### src/logic/ucg_regs.vh
`ifndef UCG_REGS_VH
`define UCG_REGS_VH
// Register indices on the plain register port
`define UCG_ADDR_W 3
`define UCG_IDX_DIV_LOW 3'h0
`define UCG_IDX_DIV_HIGH 3'h1
`define UCG_IDX_CTRL_A 3'h2
`define UCG_IDX_CTRL_C 3'h3
`define UCG_IDX_POWER 3'h4
`define UCG_IDX_STATUS 3'h5
// Field positions
`define UCG_A_DOUBLE_SPEED 1
`define UCG_C_SYNC_MODE 6
`define UCG_C_POLARITY 0
`define UCG_C_PIN_DIR 1
`define UCG_PWR_CUT 0
// Divisor width and high byte mask
`define UCG_DIV_W 12
`define UCG_DIV_HIGH_MASK 8'h0F
// Reset values
`define UCG_POWER_RST 1'b1
// Receiver state counts and transmit divide factors
`define UCG_DIV_NORMAL 5'h10
`define UCG_DIV_DOUBLE 5'h08
`define UCG_DIV_SYNC 5'h02
// Clock modes
`define UCG_MODE_ASYNC 2'h0
`define UCG_MODE_DOUBLE 2'h1
`define UCG_MODE_MASTER 2'h2
`define UCG_MODE_SLAVE 2'h3
`endif

### src/logic/ucg_clock_gen.v
`timescale 1ns/1ps
`default_nettype none
`include "ucg_regs.vh"
// How it works
// RL1: Mode bit zero async, one sync
// RL2: Pin direction picks master or slave
// RL3: Transfer clock pin unused when asynchronous
// RL4: Counter reloads at zero or low write
// RL5: Pulse at zero, rate clk/(div+1)
// RL6: Divisor twelve bits from two bytes
// RL7: Transmit divides by 16, 8 or 2
// RL8: Receiver gets baud pulse, 2/8/16 states
// RL9: Software keeps double speed zero synchronous
// RL10: Double speed halves divide and samples
// RL11: Slave clock synchronised then edge detected
// RL12: External clock below quarter system clock
// RL13: Sample on edge opposite data change
// RL14: Polarity picks change and sample edges
// RL15: Software clears power cut before use
// RL16: Master drives pin; slave uses edges
module ucg_clock_gen (
  input wire clk,
  input wire rst,
  input wire [2:0] reg_addr,
  input wire [7:0] reg_wdata,
  input wire reg_wr,
  input wire reg_rd,
  output reg [7:0] reg_rdata,
  input wire transfer_clock_pin_in,
  output reg transfer_clock_pin_out,
  output reg transfer_clock_pin_oe_n,
  output reg tx_bit_tick,
  output reg tx_change_tick,
  output reg rx_base_tick,
  output reg rx_sample_tick,
  output reg [4:0] rx_state_count,
  output reg [1:0] clock_mode,
  output reg unit_enable
);

  // ----------------------------------------
  // Register file
  // ----------------------------------------
  reg [7:0] baud_divisor_low_r;
  reg [3:0] baud_divisor_high_r;
  reg double_speed_bit_r;
  reg sync_mode_select_r;
  reg sync_clock_polarity_r;
  reg xfer_clock_pin_direction_r;
  reg power_cut_r;
  wire low_wr;
  wire [`UCG_DIV_W-1:0] baud_divisor;

  assign low_wr = reg_wr && (reg_addr == `UCG_IDX_DIV_LOW);
  // RL6: twelve-bit divisor
  assign baud_divisor = {baud_divisor_high_r, baud_divisor_low_r};

  // ----------------------------------------
  // Mode decode
  // ----------------------------------------

  // Decodes the clocking mode from control bits
  function [1:0] mode_of;
    input sync_sel;
    input pin_dir;
    input dbl;
    begin
      // RL1: mode select
      if (!sync_sel) begin
        mode_of = dbl ? `UCG_MODE_DOUBLE : `UCG_MODE_ASYNC;
      end else begin
        // RL2: pin direction picks source; RL9 double speed ignored
        mode_of = pin_dir ? `UCG_MODE_MASTER : `UCG_MODE_SLAVE;
      end
    end
  endfunction

  wire [1:0] mode;
  assign mode = mode_of(sync_mode_select_r, xfer_clock_pin_direction_r, double_speed_bit_r);

  // Software writes; high byte bits above divisor dropped
  always @(posedge clk or posedge rst) begin
    if (rst) begin
      baud_divisor_low_r <= 8'h00;
      baud_divisor_high_r <= 4'h0;
      double_speed_bit_r <= 1'b0;
      sync_mode_select_r <= 1'b0;
      sync_clock_polarity_r <= 1'b0;
      xfer_clock_pin_direction_r <= 1'b0;
      power_cut_r <= `UCG_POWER_RST;
    end else if (reg_wr) begin
      case (reg_addr)
        `UCG_IDX_DIV_LOW: begin
          baud_divisor_low_r <= reg_wdata;
        end
        `UCG_IDX_DIV_HIGH: begin
          baud_divisor_high_r <= reg_wdata[3:0];
        end
        `UCG_IDX_CTRL_A: begin
          double_speed_bit_r <= reg_wdata[`UCG_A_DOUBLE_SPEED];
        end
        `UCG_IDX_CTRL_C: begin
          sync_mode_select_r <= reg_wdata[`UCG_C_SYNC_MODE];
          sync_clock_polarity_r <= reg_wdata[`UCG_C_POLARITY];
          xfer_clock_pin_direction_r <= reg_wdata[`UCG_C_PIN_DIR];
        end
        `UCG_IDX_POWER: begin
          power_cut_r <= reg_wdata[`UCG_PWR_CUT];
        end
        default: begin
        end
      endcase
    end
  end

  // ----------------------------------------
  // Baud generator
  // ----------------------------------------
  reg [`UCG_DIV_W-1:0] baud_cnt_r;
  wire baud_zero;
  assign baud_zero = (baud_cnt_r == {`UCG_DIV_W{1'b0}});

  // RL4: reload on zero or low byte write
  // Low write wins so a new rate starts at once
  always @(posedge clk or posedge rst) begin
    if (rst) begin
      baud_cnt_r <= {`UCG_DIV_W{1'b0}};
    end else if (low_wr) begin
      baud_cnt_r <= {baud_divisor_high_r, reg_wdata};
    end else if (baud_zero) begin
      baud_cnt_r <= baud_divisor;
    end else begin
      baud_cnt_r <= baud_cnt_r - 1'b1;
    end
  end

  // RL5: one pulse per zero, held off while powered down
  wire baud_pulse;
  assign baud_pulse = baud_zero && !low_wr && !power_cut_r;

  // ----------------------------------------
  // External clock path
  // ----------------------------------------
  reg xck_meta_r;
  reg xck_sync_r;
  reg xck_prev_r;
  wire ext_rise;
  wire ext_fall;

  // RL11: synchroniser then edge detector, two cycles late
  always @(posedge clk or posedge rst) begin
    if (rst) begin
      xck_meta_r <= 1'b0;
      xck_sync_r <= 1'b0;
      xck_prev_r <= 1'b0;
    end else begin
      xck_meta_r <= transfer_clock_pin_in;
      xck_sync_r <= xck_meta_r;
      xck_prev_r <= xck_sync_r;
    end
  end
  // Edges compared on synced copies only, never the raw pin
  assign ext_rise = xck_sync_r && !xck_prev_r;
  assign ext_fall = !xck_sync_r && xck_prev_r;

  // ----------------------------------------
  // Transmit divider and master clock
  // ----------------------------------------
  reg [3:0] tx_div_r;
  reg xcko_r;
  wire [4:0] factor;
  wire [3:0] last;
  wire tx_wrap;

  // RL7: divide factor; RL10: double speed halves it
  assign factor = (mode == `UCG_MODE_ASYNC) ? `UCG_DIV_NORMAL :
                  (mode == `UCG_MODE_DOUBLE) ? `UCG_DIV_DOUBLE : `UCG_DIV_SYNC;
  assign last = factor[3:0] - 4'h1;
  assign tx_wrap = baud_pulse && (tx_div_r >= last);

  // Counts baud pulses; restarting on any compare keeps mode changes safe
  // Holds while powered down and resumes where it stopped
  always @(posedge clk or posedge rst) begin
    if (rst) begin
      tx_div_r <= 4'h0;
      xcko_r <= 1'b0;
    end else if (baud_pulse) begin
      tx_div_r <= tx_wrap ? 4'h0 : tx_div_r + 4'h1;
      // RL16: master pin toggles each baud pulse, period = tx bit
      if (mode == `UCG_MODE_MASTER) begin
        xcko_r <= ~xcko_r;
      end else begin
        xcko_r <= 1'b0;
      end
    end
  end

  // ----------------------------------------
  // Transfer clock edges
  // ----------------------------------------
  reg xck_rise;
  reg xck_fall;
  reg change_edge;
  reg sample_edge;

  // Edges of the active transfer clock, internal or external
  always @* begin
    xck_rise = 1'b0;
    xck_fall = 1'b0;
    if (mode == `UCG_MODE_MASTER) begin
      xck_rise = baud_pulse && !xcko_r;
      xck_fall = baud_pulse && xcko_r;
    end else if (mode == `UCG_MODE_SLAVE) begin
      // RL16: slave timing only from detected edges
      xck_rise = ext_rise && !power_cut_r;
      xck_fall = ext_fall && !power_cut_r;
    end
    // RL14: polarity picks change and sample edges
    // RL13: sample on the opposite edge
    change_edge = sync_clock_polarity_r ? xck_fall : xck_rise;
    sample_edge = sync_clock_polarity_r ? xck_rise : xck_fall;
  end

  // ----------------------------------------
  // Mode and status outputs
  // ----------------------------------------
  // Registered copies so the outputs see no decode glitches
  always @(posedge clk or posedge rst) begin
    if (rst) begin
      clock_mode <= `UCG_MODE_ASYNC;
      unit_enable <= 1'b0;
    end else begin
      clock_mode <= mode;
      unit_enable <= !power_cut_r;
    end
  end

  // RL8: receiver state count follows mode
  always @(posedge clk or posedge rst) begin
    if (rst) begin
      rx_state_count <= `UCG_DIV_NORMAL;
    end else begin
      rx_state_count <= factor;
    end
  end

  // ----------------------------------------
  // Transmit ticks
  // ----------------------------------------
  // Sync modes tick on the change edge, async on the divider wrap
  always @(posedge clk or posedge rst) begin
    if (rst) begin
      tx_bit_tick <= 1'b0;
      tx_change_tick <= 1'b0;
    end else if (mode[1]) begin
      tx_bit_tick <= change_edge;
      tx_change_tick <= change_edge;
    end else begin
      tx_bit_tick <= tx_wrap;
      tx_change_tick <= tx_wrap;
    end
  end

  // ----------------------------------------
  // Receive ticks
  // ----------------------------------------
  // RL8: base clock straight from baud pulse or pin edges
  always @(posedge clk or posedge rst) begin
    if (rst) begin
      rx_base_tick <= 1'b0;
    end else if (mode[1]) begin
      rx_base_tick <= xck_rise || xck_fall;
    end else begin
      rx_base_tick <= baud_pulse;
    end
  end

  // RL13: sample tick only where a transfer clock exists
  always @(posedge clk or posedge rst) begin
    if (rst) begin
      rx_sample_tick <= 1'b0;
    end else if (mode[1]) begin
      rx_sample_tick <= sample_edge;
    end else begin
      rx_sample_tick <= 1'b0;
    end
  end

  // ----------------------------------------
  // Transfer clock pin
  // ----------------------------------------
  // RL3: pin driven only in synchronous master mode
  // Undriven value held low so no stale level leaks out
  always @(posedge clk or posedge rst) begin
    if (rst) begin
      transfer_clock_pin_out <= 1'b0;
      transfer_clock_pin_oe_n <= 1'b1;
    end else begin
      transfer_clock_pin_out <= (mode == `UCG_MODE_MASTER) ? xcko_r : 1'b0;
      transfer_clock_pin_oe_n <= (mode != `UCG_MODE_MASTER);
    end
  end

  // ----------------------------------------
  // Register read port
  // ----------------------------------------
  // Read port, data one cycle after strobe
  // Idle value zero so a stale read never looks valid
  always @(posedge clk or posedge rst) begin
    if (rst) begin
      reg_rdata <= 8'h00;
    end else if (reg_rd) begin
      case (reg_addr)
        `UCG_IDX_DIV_LOW: begin
          reg_rdata <= baud_divisor_low_r;
        end
        `UCG_IDX_DIV_HIGH: begin
          reg_rdata <= {4'h0, baud_divisor_high_r};
        end
        `UCG_IDX_CTRL_A: begin
          reg_rdata <= {6'h00, double_speed_bit_r, 1'b0};
        end
        `UCG_IDX_CTRL_C: begin
          reg_rdata <= {1'b0, sync_mode_select_r, 4'h0,
                        xfer_clock_pin_direction_r, sync_clock_polarity_r};
        end
        `UCG_IDX_POWER: begin
          reg_rdata <= {7'h00, power_cut_r};
        end
        `UCG_IDX_STATUS: begin
          reg_rdata <= {3'h0, xck_sync_r, 2'h0, mode};
        end
        default: begin
          reg_rdata <= 8'h00;
        end
      endcase
    end else begin
      reg_rdata <= 8'h00;
    end
  end

endmodule // ucg_clock_gen
`default_nettype wire

### config.mk
export PLATFORM = sky130hd
export DESIGN_NAME = ucg_clock_gen
export DESIGN_NICKNAME = d
export VERILOG_FILES = /design/src/logic/ucg_clock_gen.v
export VERILOG_INCLUDE_DIRS = /design/src /design/src/logic
export SDC_FILE = /design/constraint.sdc
export NUM_CORES = 1
export LEC_CHECK = 0
export BUFFER_PORTS_ARGS = -buffer_cell sky130_fd_sc_hd__buf_4
export CELL_PAD_IN_SITES_DETAIL_PLACEMENT = 0
export CELL_PAD_IN_SITES_GLOBAL_PLACEMENT = 1
export CORE_MARGIN = 2
export CORE_UTILIZATION = 35
export CTS_BUF_LIST = sky130_fd_sc_hd__clkbuf_8
export CTS_CLUSTER_SIZE = 8
export DETAILED_ROUTE_END_ITERATION = 6
export PLACE_DENSITY_LB_ADDON = 0.1
export SYNTH_ARGS = -nofsm -noshare
export SYNTH_HDL_FRONTEND = slang
export SYNTH_SLANG_ARGS = --single-unit
export TNS_END_PERCENT = 1
### constraint.sdc
create_clock -name clk -period 3.45 [get_ports clk]
set_clock_uncertainty 0.05 [all_clocks]
set_input_delay 0.1725 -clock clk [delete_from_list [all_inputs] [get_ports clk]]
set_output_delay 0.1725 -clock clk [all_outputs]
set_load 0.01 [all_outputs]
# Word-level counts from Yosys, hierarchy flattened
# Cells that the tools add are included.
# classes
addsub,3
n_lt_le_gt_ge,1
eq_ne,9
mux,21
n_bitwise,1
reduce_logical,24
# op_table
operator,count
8-bit one-hot mux with 6 select lines,1
12-bit two-way mux,2
1-bit two-way mux,13
12-bit logical NOT,1
"12-bit by 1-bit subtractor with 12-bit output, second input constant",1
1-bit logical AND,10
2-bit AND reduction,5
4-bit two-way mux,2
8-bit two-way mux,1
"3-bit by 2-bit == test with 1-bit output, second input constant",2
"3-bit == test, second input constant",2
1-bit logical NOT,5
5-bit two-way mux,1
"4-bit by 1-bit adder with 4-bit output, second input constant",1
"2-bit == test, second input constant",2
4-bit greater-or-equal comparator,1
"4-bit by 1-bit subtractor with 4-bit output, second input constant",1
"3-bit by 1-bit == test with 1-bit output, second input constant",1
3-bit logical NOT,1
"2-bit by 1-bit == test with 1-bit output, second input constant",1
2-bit logical NOT,1
2-bit two-way mux,1
"2-bit inequality test, second input constant",1
1-bit logical OR,1
1-bit NOT,1
# word_totals
ff_bits,58
inputBits,16
output_inout_bits,22
wordCells,81

# Depth between registers and ports, before layout
# logic_depth
word_depth,9
ltp_mapped,9
ltp_nobuf,8

# Least setup slack after synthesis
# OpenSTA, ideal clock, no wires.
# synth_path
path_kind,reg2reg
from,register baud_cnt_r[2]
to,register baud_cnt_r[11]
arrival_ns,1.517
setup_slack_ns,1.761
stages_incl_launch_ff,5
path_buffers,0
period_less_slack_ns,1.689
path_cell_list,dfrtp_1 > or4_4 > or3_1 > xor2_1 > a21oi_2
# synth_via
elab_chain_len,3
elab_cells_between_ends,4
cone_classes,1 x add/sub; 2 x mux; 1 x reduce/logical
# synth_rtl
element,line,rtl
from (decl),ucg_clock_gen.v:119,reg [`UCG_DIV_W-1:0] baud_cnt_r;
from (signal assigned),ucg_clock_gen.v:127,baud_cnt_r <= {`UCG_DIV_W{1'b0}};
from (signal assigned),ucg_clock_gen.v:129,"baud_cnt_r <= {baud_divisor_high_r, reg_wdata};"
from (signal assigned),ucg_clock_gen.v:131,baud_cnt_r <= baud_divisor;
12-bit by 1-bit subtractor with 12-bit output / 12-bit logical NOT (equally long branches),"ucg_clock_gen.v:133, ucg_clock_gen.v:121",
12-bit two-way mux *,ucg_clock_gen.v:130,end else if (baud_zero) begin
12-bit two-way mux *,ucg_clock_gen.v:128,end else if (low_wr) begin
# Every way passes the cells marked *; elsewhere a longest branch is shown, timed or not.
# A chain may end at the register's enable or synchronous reset.

# Worst setup path after layout
# layout_path
from,register baud_cnt_r[0]
to,register baud_cnt_r[0]
# The elaborated chain is that of the path after synthesis.

==> results.sh <==
export IMPL_cts_resized=0
export IMPL_ir_drop_mv=0.258
export IMPL_layout_common_cells="dfrtp_1 (53), buf_4 (37), nand2_1 (20), nor2_1 (20)"
export IMPL_hold_viol=0
export IMPL_clk_path_buf_depth=2
export IMPL_async_flop_share_pct=100
export IMPL_drive_above_1_share_pct=25.4
export IMPL_outcome="finished clean"
export IMPL_final_util_pct=42.2
export IMPL_dr_first_iter_drc_count=123
export IMPL_setup_viol=0
export IMPL_fin_area_sq_um=3040
export IMPL_worst_path_buf_inv=1
export IMPL_power_leakage_nw=1.35
export IMPL_die_y_um=90.0
export IMPL_coreArea_sq_um=7210
export IMPL_required_ns=3.59
export IMPL_min_to="baud_divisor_low_r[4]"
export IMPL_post_route_drc_count=0
export IMPL_crit_chain="inv_1 > ha_1 > nor3b_1 > nand4_1 > nor2b_1 > mux2_1"
export IMPL_hold_class="primary input to register"
export IMPL_ant_nets=0
export IMPL_setup_tns_ns=0
export IMPL_portBuffers=35
export IMPL_grt_remaining_overflow=0
export IMPL_grtUsageMet2_pct=19.4
export IMPL_regArea_sq_um=1410
export IMPL_cts_max_level=2
export IMPL_synth_top_flop_cell="dfrtp_1"
export IMPL_place_area_sq_um=2930
export IMPL_n_antenna_cell=0
export IMPL_period_needed_ns=2.55
export IMPL_critPathCaptureType="register"
export IMPL_grt_pass1_wl_mm=8.96
export IMPL_r2r_cells=6
export IMPL_r2r_start="baud_cnt_r[0]"
export IMPL_gp_congestion=0.764
export IMPL_vias_per_cell=4.77
export IMPL_cap_violations=0
export IMPL_path_class="register to register"
export IMPL_start_util_pct=35.9
export IMPL_syn_avg_cell_area_sq_um=10.9
export IMPL_gr_usage_all_layers_pct=13.9
export IMPL_firstDrtPassIters=4
export IMPL_post_route_period_util_pct=73.9
export IMPL_ys_types=47
export IMPL_grt_busiest_layer="met1"
export IMPL_rows=31
export IMPL_clk_pin_slew_ns=0.10
export IMPL_max_stage_delay_ns=0.85
export IMPL_arrival_ns=2.69
export IMPL_cts_inserted_buffers=5
export IMPL_r2r_slack_ns=0.90
export IMPL_mostFrequentLayoutCell="dfrtp_1"
export IMPL_area_growth_pct=17.4
export IMPL_final_nets=293
export IMPL_ys_seq_area_share_pct=54.3
export IMPL_synth_edf_count=0
export IMPL_start_kind="register"
export IMPL_use_met1_pct=22.0
export IMPL_fill_cells=744
export IMPL_synth_area_sq_um=2590
export IMPL_slowest_stage="nor2b_1"
export IMPL_fmax_mhz=392
export IMPL_cts_root_buf="clkbuf_8"
export IMPL_netlist_instances=238
export IMPL_synth_seq_cells=56
export IMPL_slew_violations=0
export IMPL_insertion_delay_ns=0.30
export IMPL_ios=38
export IMPL_wire_per_inst_um=14.4
export IMPL_num_vias=1768
export IMPL_tightest_slew_ns=0.986
export IMPL_grtUsageMet3_pct=2.77
export IMPL_r2r_end="baud_cnt_r[0]"
export IMPL_die_w_um=90.0
export IMPL_cp_max_fo=15
export IMPL_dp_hpwl_mm=3.96
export IMPL_hold_depth=3
export IMPL_grt_max_degree=39
export IMPL_cts_sinks=56
export IMPL_critical_path_top_delay_family="simple AND/OR/NAND/NOR gates"
export IMPL_wl_mm=5.35
export IMPL_slew_headroom_pct=34.1
export IMPL_dieArea_sq_um=8100
export IMPL_antenna_found_initial=0
export IMPL_grt_setup_unrepaired="no"
export IMPL_holdCritStartpoint="reg_wdata[4]"
export IMPL_powerDensity_nw_per_um2=574
export IMPL_cts_tree="done"
export IMPL_grt_pass1_vias=1680
export IMPL_synth_warnings=0
export IMPL_multiInputGateArea_sq_um=1080
## state kept, by name, indices dropped and copies added, names as in the netlist
signal / count
baud_cnt_r: 12
baud_divisor_high_r: 4
baud_divisor_low_r: 8
clock_mode: 2
double_speed_bit_r: 1
power_cut_r: 1
reg_rdata: 8
rx_base_tick: 1
rx_sample_tick: 1
rx_state_count: 3
sync_clock_polarity_r: 1
sync_mode_select_r: 1
transfer_clock_pin_oe_n: 1
transfer_clock_pin_out: 1
tx_change_tick: 1
tx_div_r: 4
unit_enable: 1
xck_meta_r: 1
xck_prev_r: 1
xck_sync_r: 1
xcko_r: 1
xfer_clock_pin_direction_r: 1
## synth_stat cells, types with 2 or more instances
master    number  area, sq um
xnor2_1        5         43.8
buf_4          4         30.0
buf_2          5         25.0
nand2_1       20         75.1
a21oi_1       13         65.1
nor3_1         3         15.0
o21a_1         2         15.0
nor3b_1        4         30.0
ha_1           6         75.1
mux2i_1        3         30.0
a22oi_1        2         15.0
nor2b_1        5         31.3
dfrtp_1       53         1330
o21ai_0        9         45.0
clkbuf_1       5         18.8
and2_1         2         12.5
nor4_1         2         12.5
or3_1          2         12.5
nand4b_1       2         17.5
xor2_1         5         43.8
nand3_1        6         30.0
mux2_2        13          146
a31oi_1        2         12.5
and3_1         2         12.5
dfstp_2        3         78.8
o21ai_1        9         45.0
nor2_1        20         75.1
nand2b_1       3         18.8
inv_1         10         37.5
## repair_timing
item	in CTS	in global routing
hold buffers	2	0
buffers inserted	0	0
endpoints found under the hold margin	24	0
## final cells by class
cell class,instances,area share [%]
clock buffer,6,2.71
tap,99,4.07
timing repair buffer,39,9.79
sequential,56,46.2
clock inverter,2,0.370
inverter,10,1.23
multi-input combinational,159,35.6
## layer usage
metal	part of all wire [%]	up-vias
met4	0.86	0
met2	43	41
met1	52	846
li1	-	877
met5	0	-
met3	4.0	4
## how the worst max path moves through the flow
stage                                end  cells past startpoint     startpoint
after global routing       baud_cnt_r[0]                      6  baud_cnt_r[0]
final                      baud_cnt_r[0]                      6  baud_cnt_r[0]
after global placement     baud_cnt_r[0]                      6  baud_cnt_r[0]
after CTS                  baud_cnt_r[0]                      6  baud_cnt_r[0]
after detailed placement   baud_cnt_r[0]                      6  baud_cnt_r[0]
after floorplan           baud_cnt_r[11]                      4  baud_cnt_r[2]
## kinds of logic (layout without fill, tap and decap cells)
| logic type | Yosys count | count (layout) | synth area share, % |
|---|---|---|---|
| compound gates | 43 | 43 | 9.61 |
| xor+xnor | 10 | 10 | 3.38 |
| fa+ha+maj | 6 | 6 | 2.90 |
| buf+inv | 24 | 57 | 4.30 |
| flops | 56 | 56 | 54.3 |
| mux | 18 | 18 | 8.12 |
| other cells | 1 | 2 | 0.145 |
| simple gates | 80 | 80 | 17.3 |
## worst reg2reg max path, stage by stage (launching register included)
cell and delay (ns):
dfrtp_1 0.38, inv_1 0.08, ha_1 0.19, nor3b_1 0.13, nand4_1 0.38, nor2b_1 0.85, mux2_1 0.38
## where the power goes
part           internal, mW  switching, mW
logic                 0.226          0.213
clock network         0.161          0.203
registers             0.805          0.140
## through the flow
step	hold WS, ns	power [mW]	cells	setup WS [ns]
after global routing	0.0250	1.88	371	0.728
after CTS	0.0257	1.78	371	0.890
after global placement	0.236	1.40	361	0.935
after floorplan	0.154	1.25	239	1.76
after detailed placement	0.242	1.40	361	0.914
final	0.0346	1.75	371	0.900
No activity file was read; power rests on OpenSTA's default activity.
